### src/inc/node_pkg.sv
// package: register map, field layout, reset values and timing counts
// assumes a 100 mhz aclk and an axi4-lite register bus
package node_pkg;

  // register byte addresses (word aligned)
  localparam logic [7:0] OFF_SETUP_TWO   = 8'h00;
  localparam logic [7:0] OFF_NODE_STATUS = 8'h04;
  localparam logic [7:0] OFF_SUB_SELECT  = 8'h08;
  localparam logic [7:0] OFF_MASK        = 8'h0c;
  localparam logic [7:0] OFF_COMMAND     = 8'h10;
  localparam logic [7:0] OFF_CONFIG      = 8'h14;
  localparam logic [7:0] OFF_NODE_ID     = 8'h18;

  // sub-select code of the second setup register
  localparam logic [2:0] SUB_SETUP_TWO = 3'h4;

  // setup_two field positions
  localparam int MULT_LSB  = 0;
  localparam int FAST_BIT  = 2;
  localparam int ENH_BIT   = 3;
  localparam int SYNC_BIT  = 4;
  localparam int RCN_LSB   = 6;

  // status bit positions
  localparam int ST_INHIB = 7;
  localparam int ST_POR  = 4;
  localparam int ST_TEST = 3;
  localparam int ST_RCN  = 2;
  localparam int ST_TXACK = 1;
  localparam int ST_TXAV  = 0;

  // reset values
  localparam logic [7:0] SETUP_TWO_RST = 8'h00;
  localparam logic [7:0] STATUS_RST    = 8'h91;
  localparam logic [7:0] MASK_RST      = 8'h00;

  // command codes
  localparam logic [7:0] CMD_CLR_FLAGS = 8'h1e;
  localparam logic [7:0] CMD_TX_DIS    = 8'h01;
  localparam logic [7:0] CMD_RX_DIS    = 8'h02;
  localparam logic [2:0] CMD_RX_PAGE   = 3'h4;
  localparam logic [2:0] CMD_TX_PAGE   = 3'h3;

  // recon timeouts at 5 mbps, in microseconds
  localparam real RCN_US_0 = 420000.0;
  localparam real RCN_US_1 = 105000.0;
  localparam real RCN_US_2 = 52500.0;
  localparam real RCN_US_3 = 26250.0;
  localparam real CLK_MHZ  = 100.0;
  localparam int  RCN_CYC_0 = int'($floor(RCN_US_0 * CLK_MHZ));
  localparam int  RCN_CYC_1 = int'($floor(RCN_US_1 * CLK_MHZ));
  localparam int  RCN_CYC_2 = int'($floor(RCN_US_2 * CLK_MHZ));
  localparam int  RCN_CYC_3 = int'($floor(RCN_US_3 * CLK_MHZ));

  typedef struct packed {
    logic [1:0] recon_timeout_select;
    logic       spare;
    logic       idle_line_bypass;
    logic       enhanced_timing_enable;
    logic       fast_read_control;
    logic [1:0] clock_multiplier_select;
  } setup_two_s;

endpackage : node_pkg

### src/verilog/token_node_setup_status.sv
// setup two and status registers of a token-passing node, axi4-lite slave
// assumes protocol engine events arrive as one-cycle pulses on aclk
//
// How it works
// (RL1) setup two reached only at its sub-select code
// (RL2) clock multiplier field picks derived clock
// (RL3) fast read bit shortens read answer
// (RL4) enhanced timing bit selects new timing
// (RL5) idle bypass lets init ignore line
// (RL6) timeout field picks recon timer period
// (RL7) period scales with selected data rate
// (RL8) shortest timeout needs node 255 present
// (RL9) receiver inhibited cleared by receive command
// (RL10) inhibited receiver answers with negative ack
// (RL11) inhibit, recon, tx available raise masked interrupt
// (RL12) status bits six, five undefined
// (RL13) por flag set by resets, id zero
// (RL14) test bit reads zero
// (RL15) recon set on line idle timeout
// (RL16) tx ack set on ack, cleared by tx
// (RL17) tx available set on done or disable
// (RL18) status resets to 1xx1 0001
// (RL19) interrupt is or of masked bits
// (RL20) config write clears third sub-select bit
// (RL21) setup two resets to zero
`timescale 1ns/1ps
module token_node_setup_status #(
  parameter int RATE_SHIFT_MAX = 5,
  parameter int RCN_DIV        = 1
) (
  // clock, reset, enable
  input  wire logic        aclk,
  input  wire logic        aresetn,
  input  wire logic        clk_en,
  // axi4-lite write
  input  wire logic [7:0]  awaddr,
  input  wire logic        awvalid,
  output      logic        awready,
  input  wire logic [31:0] wdata,
  input  wire logic [3:0]  wstrb,
  input  wire logic        wvalid,
  output      logic        wready,
  output      logic [1:0]  bresp,
  output      logic        bvalid,
  input  wire logic        bready,
  // axi4-lite read
  input  wire logic [7:0]  araddr,
  input  wire logic        arvalid,
  output      logic        arready,
  output      logic [31:0] rdata,
  output      logic [1:0]  rresp,
  output      logic        rvalid,
  input  wire logic        rready,
  // protocol engine events
  input  wire logic        soft_reset,
  input  wire logic        rx_packet_done,
  input  wire logic        rx_disable_done,
  input  wire logic        tx_acked,
  input  wire logic        tx_done,
  input  wire logic [2:0]  rate_shift,
  input  wire logic        line_activity,
  // pins and engine controls
  input  wire logic        receive_input,
  output      logic [1:0]  clock_multiplier_select,
  output      logic        enhanced_timing_enable,
  output      logic        init_write_allowed,
  output      logic        nak_incoming,
  output      logic        irq
);

  if (RATE_SHIFT_MAX < 0 || RATE_SHIFT_MAX > 6 || RCN_DIV < 1)
  begin : g_bad_params
    $error("bad parameters");
  end

  // ---------------------------------------------------------------
  // registers and synchronisers
  // ---------------------------------------------------------------
  node_pkg::setup_two_s setup_two;
  logic [7:0]  node_status;
  logic [2:0]  sub_select_bits;
  logic [7:0]  interrupt_mask_reg;
  logic [7:0]  config_reg;
  logic [7:0]  node_id;
  logic [1:0]  rx_pin_sync;
  logic        rx_pin_prev;
  logic [31:0] idle_count;
  logic        rd_wait;
  logic        aw_held;
  logic        w_held;
  logic [7:0]  aw_addr_q;
  logic [31:0] w_data_q;
  logic [3:0]  w_strb_q;

  // ---------------------------------------------------------------
  // write path decode
  // ---------------------------------------------------------------
  wire       aw_have   = aw_held | awvalid;
  wire       w_have    = w_held | wvalid;
  wire [7:0] wr_addr   = aw_held ? aw_addr_q : awaddr;
  wire [31:0] wr_data  = w_held ? w_data_q : wdata;
  wire [3:0] wr_strb   = w_held ? w_strb_q : wstrb;
  wire       wr_fire   = clk_en & aw_have & w_have & ~bvalid;
  wire       wr_lane0  = wr_fire & wr_strb[0];
  wire [7:0] wr_byte   = wr_data[7:0];
  // (RL1) access gated by the sub-select code
  wire       setup_sel = sub_select_bits == node_pkg::SUB_SETUP_TWO;
  wire       wr_setup  = wr_lane0 & (wr_addr == node_pkg::OFF_SETUP_TWO) & setup_sel;
  wire       wr_sub    = wr_lane0 & (wr_addr == node_pkg::OFF_SUB_SELECT);
  wire       wr_mask   = wr_lane0 & (wr_addr == node_pkg::OFF_MASK);
  wire       wr_cmd    = wr_lane0 & (wr_addr == node_pkg::OFF_COMMAND);
  wire       wr_cfg    = wr_lane0 & (wr_addr == node_pkg::OFF_CONFIG);
  wire       wr_nid    = wr_lane0 & (wr_addr == node_pkg::OFF_NODE_ID);
  wire       wr_known  = (wr_addr == node_pkg::OFF_SETUP_TWO && setup_sel)
                       | wr_addr == node_pkg::OFF_SUB_SELECT | wr_addr == node_pkg::OFF_MASK
                       | wr_addr == node_pkg::OFF_COMMAND | wr_addr == node_pkg::OFF_CONFIG
                       | wr_addr == node_pkg::OFF_NODE_ID;

  // command decode
  wire cmd_clr   = wr_cmd & (wr_byte == node_pkg::CMD_CLR_FLAGS);
  wire cmd_txdis = wr_cmd & (wr_byte == node_pkg::CMD_TX_DIS);
  wire cmd_rxpg  = wr_cmd & (wr_byte[2:0] == node_pkg::CMD_RX_PAGE) & ~wr_byte[6];
  wire cmd_txpg  = wr_cmd & (wr_byte[2:0] == node_pkg::CMD_TX_PAGE) & (wr_byte[7:6] == 2'h0);
  wire id_zero   = wr_nid & (wr_byte == 8'h00);

  assign awready = clk_en & ~aw_held & ~bvalid;
  assign wready  = clk_en & ~w_held & ~bvalid;

  always_ff @(posedge aclk)
  begin
    if (!aresetn)
    begin
      aw_held   <= 1'b0;
      w_held    <= 1'b0;
      aw_addr_q <= 8'h00;
      w_data_q  <= 32'h0;
      w_strb_q  <= 4'h0;
      bvalid    <= 1'b0;
      bresp     <= 2'h0;
    end
    else if (clk_en)
    begin
      if (awvalid && awready)
      begin
        aw_held   <= ~wr_fire;
        aw_addr_q <= awaddr;
      end
      if (wvalid && wready)
      begin
        w_held   <= ~wr_fire;
        w_data_q <= wdata;
        w_strb_q <= wstrb;
      end
      if (wr_fire)
      begin
        aw_held <= 1'b0;
        w_held  <= 1'b0;
        bvalid  <= 1'b1;
        bresp   <= wr_known ? 2'h0 : 2'h2;
      end
      else if (bready)
        bvalid <= 1'b0;
    end
  end

  // ---------------------------------------------------------------
  // control registers
  // ---------------------------------------------------------------
  always_ff @(posedge aclk)
  begin
    if (!aresetn)
    begin
      // (RL21) setup two zero after reset
      setup_two          <= node_pkg::SETUP_TWO_RST;
      sub_select_bits    <= 3'h0;
      interrupt_mask_reg <= node_pkg::MASK_RST;
      config_reg         <= 8'h18;
      node_id            <= 8'h00;
    end
    else if (clk_en)
    begin
      if (wr_setup)
        setup_two <= wr_byte;
      if (wr_mask)
        interrupt_mask_reg <= wr_byte;
      if (wr_nid)
        node_id <= wr_byte;
      if (wr_cfg)
        config_reg <= wr_byte;
      // (RL20) config write drops third sub-select bit
      if (wr_cfg)
        sub_select_bits <= {1'b0, wr_byte[1:0]};
      else if (wr_sub)
        sub_select_bits <= wr_byte[2:0];
    end
  end

  // (RL2) clock multiplier select driven out
  assign clock_multiplier_select = setup_two.clock_multiplier_select;
  // (RL4) enhanced timing selection driven out
  assign enhanced_timing_enable  = setup_two.enhanced_timing_enable;
  // (RL5) init write needs idle line unless bypassed
  assign init_write_allowed = setup_two.idle_line_bypass | ~line_activity;

  // ---------------------------------------------------------------
  // recon line idle timer
  // ---------------------------------------------------------------
  wire rx_pin_edge = rx_pin_sync[1] ^ rx_pin_prev;
  // (RL6) period picked by timeout field
  wire [31:0] base_cycles =
      setup_two.recon_timeout_select == 2'h0 ? 32'(node_pkg::RCN_CYC_0 / RCN_DIV) :
      setup_two.recon_timeout_select == 2'h1 ? 32'(node_pkg::RCN_CYC_1 / RCN_DIV) :
      setup_two.recon_timeout_select == 2'h2 ? 32'(node_pkg::RCN_CYC_2 / RCN_DIV) :
                                               32'(node_pkg::RCN_CYC_3 / RCN_DIV);
  // (RL7) slower rates lengthen the period by powers of two
  wire [2:0]  shift_used   = rate_shift > 3'(RATE_SHIFT_MAX) ? 3'(RATE_SHIFT_MAX) : rate_shift;
  wire [31:0] limit_cycles = base_cycles << shift_used;
  wire        idle_expire  = (idle_count + 32'h1 >= limit_cycles) & ~rx_pin_edge;

  always_ff @(posedge aclk)
  begin
    if (!aresetn)
    begin
      rx_pin_sync <= 2'h0;
      rx_pin_prev <= 1'b0;
      idle_count <= 32'h0;
    end
    else if (clk_en)
    begin
      rx_pin_sync <= {rx_pin_sync[0], receive_input};
      rx_pin_prev <= rx_pin_sync[1];
      idle_count  <= (rx_pin_edge || idle_expire) ? 32'h0 : idle_count + 32'h1;
    end
  end

  // ---------------------------------------------------------------
  // status flags, sets win over clears
  // ---------------------------------------------------------------
  logic [7:0] next_status;
  always_comb
  begin
    next_status = node_status;
    // (RL9) inhibited cleared by receive command, set on packet
    if (cmd_rxpg)
      next_status[node_pkg::ST_INHIB] = 1'b0;
    if (rx_packet_done || rx_disable_done)
      next_status[node_pkg::ST_INHIB] = 1'b1;
    // (RL13) por flag
    if (cmd_clr)
      next_status[node_pkg::ST_POR] = 1'b0;
    if (id_zero || soft_reset)
      next_status[node_pkg::ST_POR] = 1'b1;
    // (RL15) recon flag
    if (cmd_clr)
      next_status[node_pkg::ST_RCN] = 1'b0;
    if (idle_expire)
      next_status[node_pkg::ST_RCN] = 1'b1;
    // (RL16) tx acknowledged
    if (cmd_txpg)
      next_status[node_pkg::ST_TXACK] = 1'b0;
    if (tx_acked)
      next_status[node_pkg::ST_TXACK] = 1'b1;
    // (RL17) tx available
    if (cmd_txpg)
      next_status[node_pkg::ST_TXAV] = 1'b0;
    if (tx_done || cmd_txdis)
      next_status[node_pkg::ST_TXAV] = 1'b1;
    // (RL12) undefined bits held at zero
    next_status[6:5] = 2'h0;
    // (RL14) test bit
    next_status[node_pkg::ST_TEST] = 1'b0;
  end

  always_ff @(posedge aclk)
  begin
    // (RL18) reset value 1xx1 0001
    if (!aresetn)
      node_status <= node_pkg::STATUS_RST;
    else if (clk_en)
      node_status <= next_status;
  end

  // (RL10) inhibited receiver naks incoming packets
  assign nak_incoming = node_status[node_pkg::ST_INHIB];

  // (RL11) masked interrupt sources
  wire [7:0] irq_src = {node_status[node_pkg::ST_INHIB], 4'h0, node_status[node_pkg::ST_RCN],
                        1'b0, node_status[node_pkg::ST_TXAV]};
  // (RL19) or of masked bits
  assign irq = |(irq_src & interrupt_mask_reg);

  // ---------------------------------------------------------------
  // read path
  // ---------------------------------------------------------------
  wire [7:0] rd_byte =
      (araddr == node_pkg::OFF_SETUP_TWO && setup_sel) ? setup_two :
      araddr == node_pkg::OFF_NODE_STATUS ? node_status :
      araddr == node_pkg::OFF_SUB_SELECT  ? {5'h0, sub_select_bits} :
      araddr == node_pkg::OFF_MASK        ? interrupt_mask_reg :
      araddr == node_pkg::OFF_CONFIG      ? config_reg :
      araddr == node_pkg::OFF_NODE_ID     ? node_id : 8'h00;
  wire rd_known = (araddr == node_pkg::OFF_SETUP_TWO && setup_sel)
                | araddr == node_pkg::OFF_NODE_STATUS | araddr == node_pkg::OFF_SUB_SELECT
                | araddr == node_pkg::OFF_MASK | araddr == node_pkg::OFF_CONFIG
                | araddr == node_pkg::OFF_NODE_ID | araddr == node_pkg::OFF_COMMAND;

  // (RL3) slow mode takes one extra wait cycle
  assign arready = clk_en & arvalid & ~rvalid & (setup_two.fast_read_control | rd_wait);

  always_ff @(posedge aclk)
  begin
    if (!aresetn)
    begin
      rvalid  <= 1'b0;
      rdata   <= 32'h0;
      rresp   <= 2'h0;
      rd_wait <= 1'b0;
    end
    else if (clk_en)
    begin
      rd_wait <= arvalid & ~rvalid & ~arready;
      if (arready)
      begin
        rvalid <= 1'b1;
        rdata  <= {24'h0, rd_byte};
        rresp  <= rd_known ? 2'h0 : 2'h2;
      end
      else if (rready)
        rvalid <= 1'b0;
    end
  end

  // ---------------------------------------------------------------
  // checks
  // ---------------------------------------------------------------
  a_inhib_clear_cmd: assert property (@(posedge aclk) disable iff (!aresetn) // (RL9)
    clk_en && cmd_rxpg && !rx_packet_done && !rx_disable_done |=> !node_status[7])
    else $error("inhibit not cleared by receive command");
  a_inhib_set_pkt: assert property (@(posedge aclk) disable iff (!aresetn) // (RL9)
    clk_en && rx_packet_done |=> node_status[7])
    else $error("inhibit not set on packet");
  a_nak_follows: assert property (@(posedge aclk) disable iff (!aresetn) // (RL10)
    clk_en && rx_packet_done |=> nak_incoming)
    else $error("no nak after packet landed");
  a_irq_masked: assert property (@(posedge aclk) disable iff (!aresetn) // (RL19)
    irq == ((node_status[7] & interrupt_mask_reg[7]) | (node_status[2] & interrupt_mask_reg[2])
            | (node_status[0] & interrupt_mask_reg[0])))
    else $error("irq mismatch");
  a_por_id_zero: assert property (@(posedge aclk) disable iff (!aresetn) // (RL13)
    clk_en && id_zero |=> node_status[4])
    else $error("por not set on zero id");
  a_txav_set: assert property (@(posedge aclk) disable iff (!aresetn) // (RL17)
    clk_en && (tx_done || cmd_txdis) |=> node_status[0])
    else $error("tx available not set");
  a_txack_clear: assert property (@(posedge aclk) disable iff (!aresetn) // (RL16)
    clk_en && cmd_txpg && !tx_acked && !tx_done |=> !node_status[1] && !node_status[0])
    else $error("tx acknowledged not cleared");
  a_cfg_sub_clr: assert property (@(posedge aclk) disable iff (!aresetn) // (RL20)
    clk_en && wr_cfg |=> !sub_select_bits[2])
    else $error("sub bit two not cleared");
  a_test_zero: assert property (@(posedge aclk) disable iff (!aresetn) // (RL14)
    !node_status[3] && node_status[6:5] == 2'h0)
    else $error("test or reserved bits set");
  a_recon_set: assert property (@(posedge aclk) disable iff (!aresetn) // (RL15)
    clk_en && idle_expire |=> node_status[2])
    else $error("recon not set");

endmodule : token_node_setup_status
### config.mk
export PLATFORM = sky130hd
export DESIGN_NAME = token_node_setup_status
export DESIGN_NICKNAME = d
export VERILOG_FILES = /design/src/inc/node_pkg.sv /design/src/verilog/token_node_setup_status.sv
export SDC_FILE = /design/constraint.sdc
export NUM_CORES = 1
export LEC_CHECK = 0
export ABC_AREA = 1
export BUFFER_PORTS_ARGS = -buffer_cell sky130_fd_sc_hd__buf_2
export CORE_AREA = 2 2 121 123
export CTS_CLUSTER_DIAMETER = 80
export DETAILED_ROUTE_END_ITERATION = 7
export DIE_AREA = 0 0 123 125
export HOLD_SLACK_MARGIN = 0.03
export PLACE_DENSITY = 0.77
export SYNTH_ARGS = -nofsm -noshare
export SYNTH_HDL_FRONTEND = slang
export SYNTH_SLANG_ARGS = --single-unit
export TNS_END_PERCENT = 100
### constraint.sdc
create_clock -name aclk -period 3.3 [get_ports aclk]
set_input_delay 0.33 -clock aclk [delete_from_list [all_inputs] [get_ports aclk]]
set_output_delay 0.33 -clock aclk [all_outputs]
set_load 0.02 [all_outputs]
==> results_dict.tcl <==
set metrics [dict create \
    portBuffers 63 \
    root_buffer "clkbuf_16" \
    place_congestion 0.928 \
    cts_sinks 107 \
    p_per_area_nw_per_um2 370 \
    maxSlewHeadroom_pct 46.5 \
    ys_types 39 \
    grt_pass1_vias 6302 \
    ys_ff_latch 107 \
    worstMarginPinSlew_ns 0.800 \
    outcome "finished clean" \
    clock.fmax_ghz 0.330 \
    overflow 0 \
    grt_max_degree 55 \
    hold_violations 0 \
    cts_setup_buffers 0 \
    crit_type "reg2reg" \
    ys_seq_area_share_pct 31.2 \
    cts_tree "built" \
    switchingPower_w 0.000879 \
    critPathBufInv 3 \
    final_cell_mix "nand2_1 (253), inv_1 (139), nor2_1 (123)" \
    clk_latency_ns 0.38 \
    critPathTopFamily "simple AND/OR/NAND/NOR gates" \
    hold_path.class "in2reg" \
    cp_slowest_cell "dfxtp_1" \
    critPathMaxStageDelay_ns 0.40 \
    die-area_um2 15400 \
    area_delta_synth_final_pct 12.4 \
    ys_warn_count 0 \
    ant_nets 0 \
    arrival_ns 3.34 \
    pwr-share-clk_pct 40.2 \
    p_comb_share_pct 13.1 \
    intPower_w 0.00198 \
    wl_per_cell_um 14.0 \
    vias 7027 \
    dr.pass1.iters 5 \
    crit_chain "nand2_1 -> nor2_1 -> nand2_1 -> nor2_1 -> nand2_1 -> xor2_1 -> ha_1 -> nand2_1 -> inv_1 -> nand4_1 -> inv_1 -> a21oi_1 -> nand2_1 -> nor2_2 -> buf_12 -> nand3_1 -> a21oi_1" \
    final.period_utilization_pct 91.9 \
    cp-start-kind "flop" \
    crit_required_ns 3.61 \
    clockBufferDepth 2 \
    grt_first_pass_wirelength_mm 30.5 \
    rows 44 \
    nets 1250 \
    initial_core_util_pct 48.3 \
    drv_slew 0 \
    ir_worst_vdd_uv 315 \
    setup_viol 0 \
    max_cap_violations 0 \
    ios 117 \
    largest_register "idle_count" \
    clk_pin_slew_ns 0.08 \
    tns_ns 0 \
    antenna_cells 0 \
    grt_usage_pct 24.7 \
    dp_hpwl_mm 14.0 \
    rsz0062_at_grt "no" \
    drt_iter0_markers 636 \
    avgSynthCellArea_um2 6.33 \
    hold_slack_ns 0.189 \
    drc_errors 0 \
    design.core.area_um2 14200 \
    seqPwrFrac_pct 46.8 \
    die_height_um 125 \
    mostFrequentLayoutCell "nand2_1" \
    routed_wl_mm 18.8 \
    fin_crit_ns 3.03 \
    htreeDepth 3 \
    p_sw_share_pct 30.8 \
    crit_path_end_kind "flop" \
    crit_top_cell "nand2_1" \
    cts_made_buffers 9 \
    netlist_area_um2 6860 \
    cp_max_fo 32 \
    netlist_instances 1084 \
    largest_reg_flops 32 \
    die_w_um 123 \
    grt_antenna_before_repair 0 \
    drive_above_1_share_pct 11.3 \
    avgViaCountPerCell 5.25 \
    p_leak_nw 3.50 \
    clock-skew-final_ns 0.0139 \
]
through the flow:
step                instances  util (%)  total power (W)  setup WS [ns]  area, um2
CTS                      1339      54.1          0.00286          0.153       7690
floorplan                1109         -          0.00164          0.324       6960
global route             1339      54.3          0.00298        0.00607       7710
global placement         1323      51.9          0.00173          0.193       7380
detailed placement       1323      51.9          0.00174          0.180       7380
finish                   1339      54.3          0.00286          0.268       7710
power groups by stage:
stage	Combinational, W	Clock (W)	Sequential [W]
CTS	0.000370	0.00116	0.00134
detailed placement	0.000369	0	0.00137
floorplan	0.000273	0	0.00137
finish	0.000373	0.00115	0.00134
global placement	0.000364	0	0.00137
global route	0.000423	0.00122	0.00134
synth_stat cells:
library cell	instances	area, um2
nor2_1	127	477
buf_4	28	210
o21ai_2	3	26.3
buf_2	2	10.0
buf_1	1	3.75
o21ai_1	4	20.0
nand2_2	1	6.26
o22ai_1	5	31.3
nor3_1	22	110
nand4_2	1	12.5
nor3_2	3	30.0
a22oi_1	2	15.0
nand3_2	1	10.0
a31oi_1	4	25.0
o21bai_1	2	15.0
a211oi_1	2	15.0
o21ai_0	76	380
clkbuf_1	27	101
xnor2_1	5	43.8
or3b_2	1	8.76
a21o_1	2	15.0
nor2_4	1	11.3
a21oi_1	114	571
nand2_1	253	950
conb_1	2	7.51
or2_1	2	12.5
nor2_2	1	6.26
nand4_1	12	75.1
o221ai_1	2	17.5
or2_2	3	18.8
nand3_1	67	335
inv_1	139	522
buf_6	1	11.3
ha_1	30	375
clkinv_1	1	3.75
dfxtp_1	107	2140
xor2_1	18	158
o211ai_1	9	67.6
inv_2	3	11.3
path summary, 6_finish.rpt:
check / from / endpoint / slack, ns / cells after the start
hold reg to reg: node_id[3]$_SDFFE_PN0P_ / node_id[3]$_SDFFE_PN0P_ / 0.45 / 2
setup reg to reg: idle_count[8]$_SDFFE_PN0P_ / idle_count[17]$_SDFFE_PN0P_ / 0.27 / 17
setup / recovery: idle_count[8]$_SDFFE_PN0P_ / idle_count[17]$_SDFFE_PN0P_ / 0.27 / 17
hold / removal: receive_input / rx_pin_sync[0]$_SDFFE_PN0P_ / 0.19 / 3
cell families (layout without fill, tap and decap cells):
kind of cell / after synthesis / count (layout) / synth area share [%]
flip-flops: 107 / 107 / 31.2
adder cells (fa/ha/maj): 30 / 30 / 5.47
other: 2 / 27 / 0.109
XOR/XNOR: 23 / 23 / 2.94
AO/OA/AOI/OAI: 225 / 225 / 17.5
buffers and inverters: 202 / 248 / 12.7
AND/OR/NAND/NOR: 495 / 495 / 30.1
worst min-delay path, cell delays in order:
cell	delay, ns
buf_2	0.07
nor2_1	0.03
nor2_1	0.08
routing by layer:
metal  share of wire, %  vias up  GRT usage [%]
li1                   -     3577              -
met1                 47     3206           33.6
met2                 45      211           38.5
met3                6.1       33           6.52
met4                2.1        0           7.42
met5                  0        -              0
repair_timing:
item,CTS,global route
hold buffers,0,0
resized for setup,0,6
endpoints found under the setup margin,0,33
cell type report:
class	count	area, um2
Clock buffer	9	225
Clock inverter	7	87.6
Fill cell	1445	6490
Inverter	143	537
Multi-Input combinational cell	800	3970
Sequential cell	107	2140
Tap cell	184	230
Timing Repair Buffer	89	523
Power figures use the tool's default switching activity.
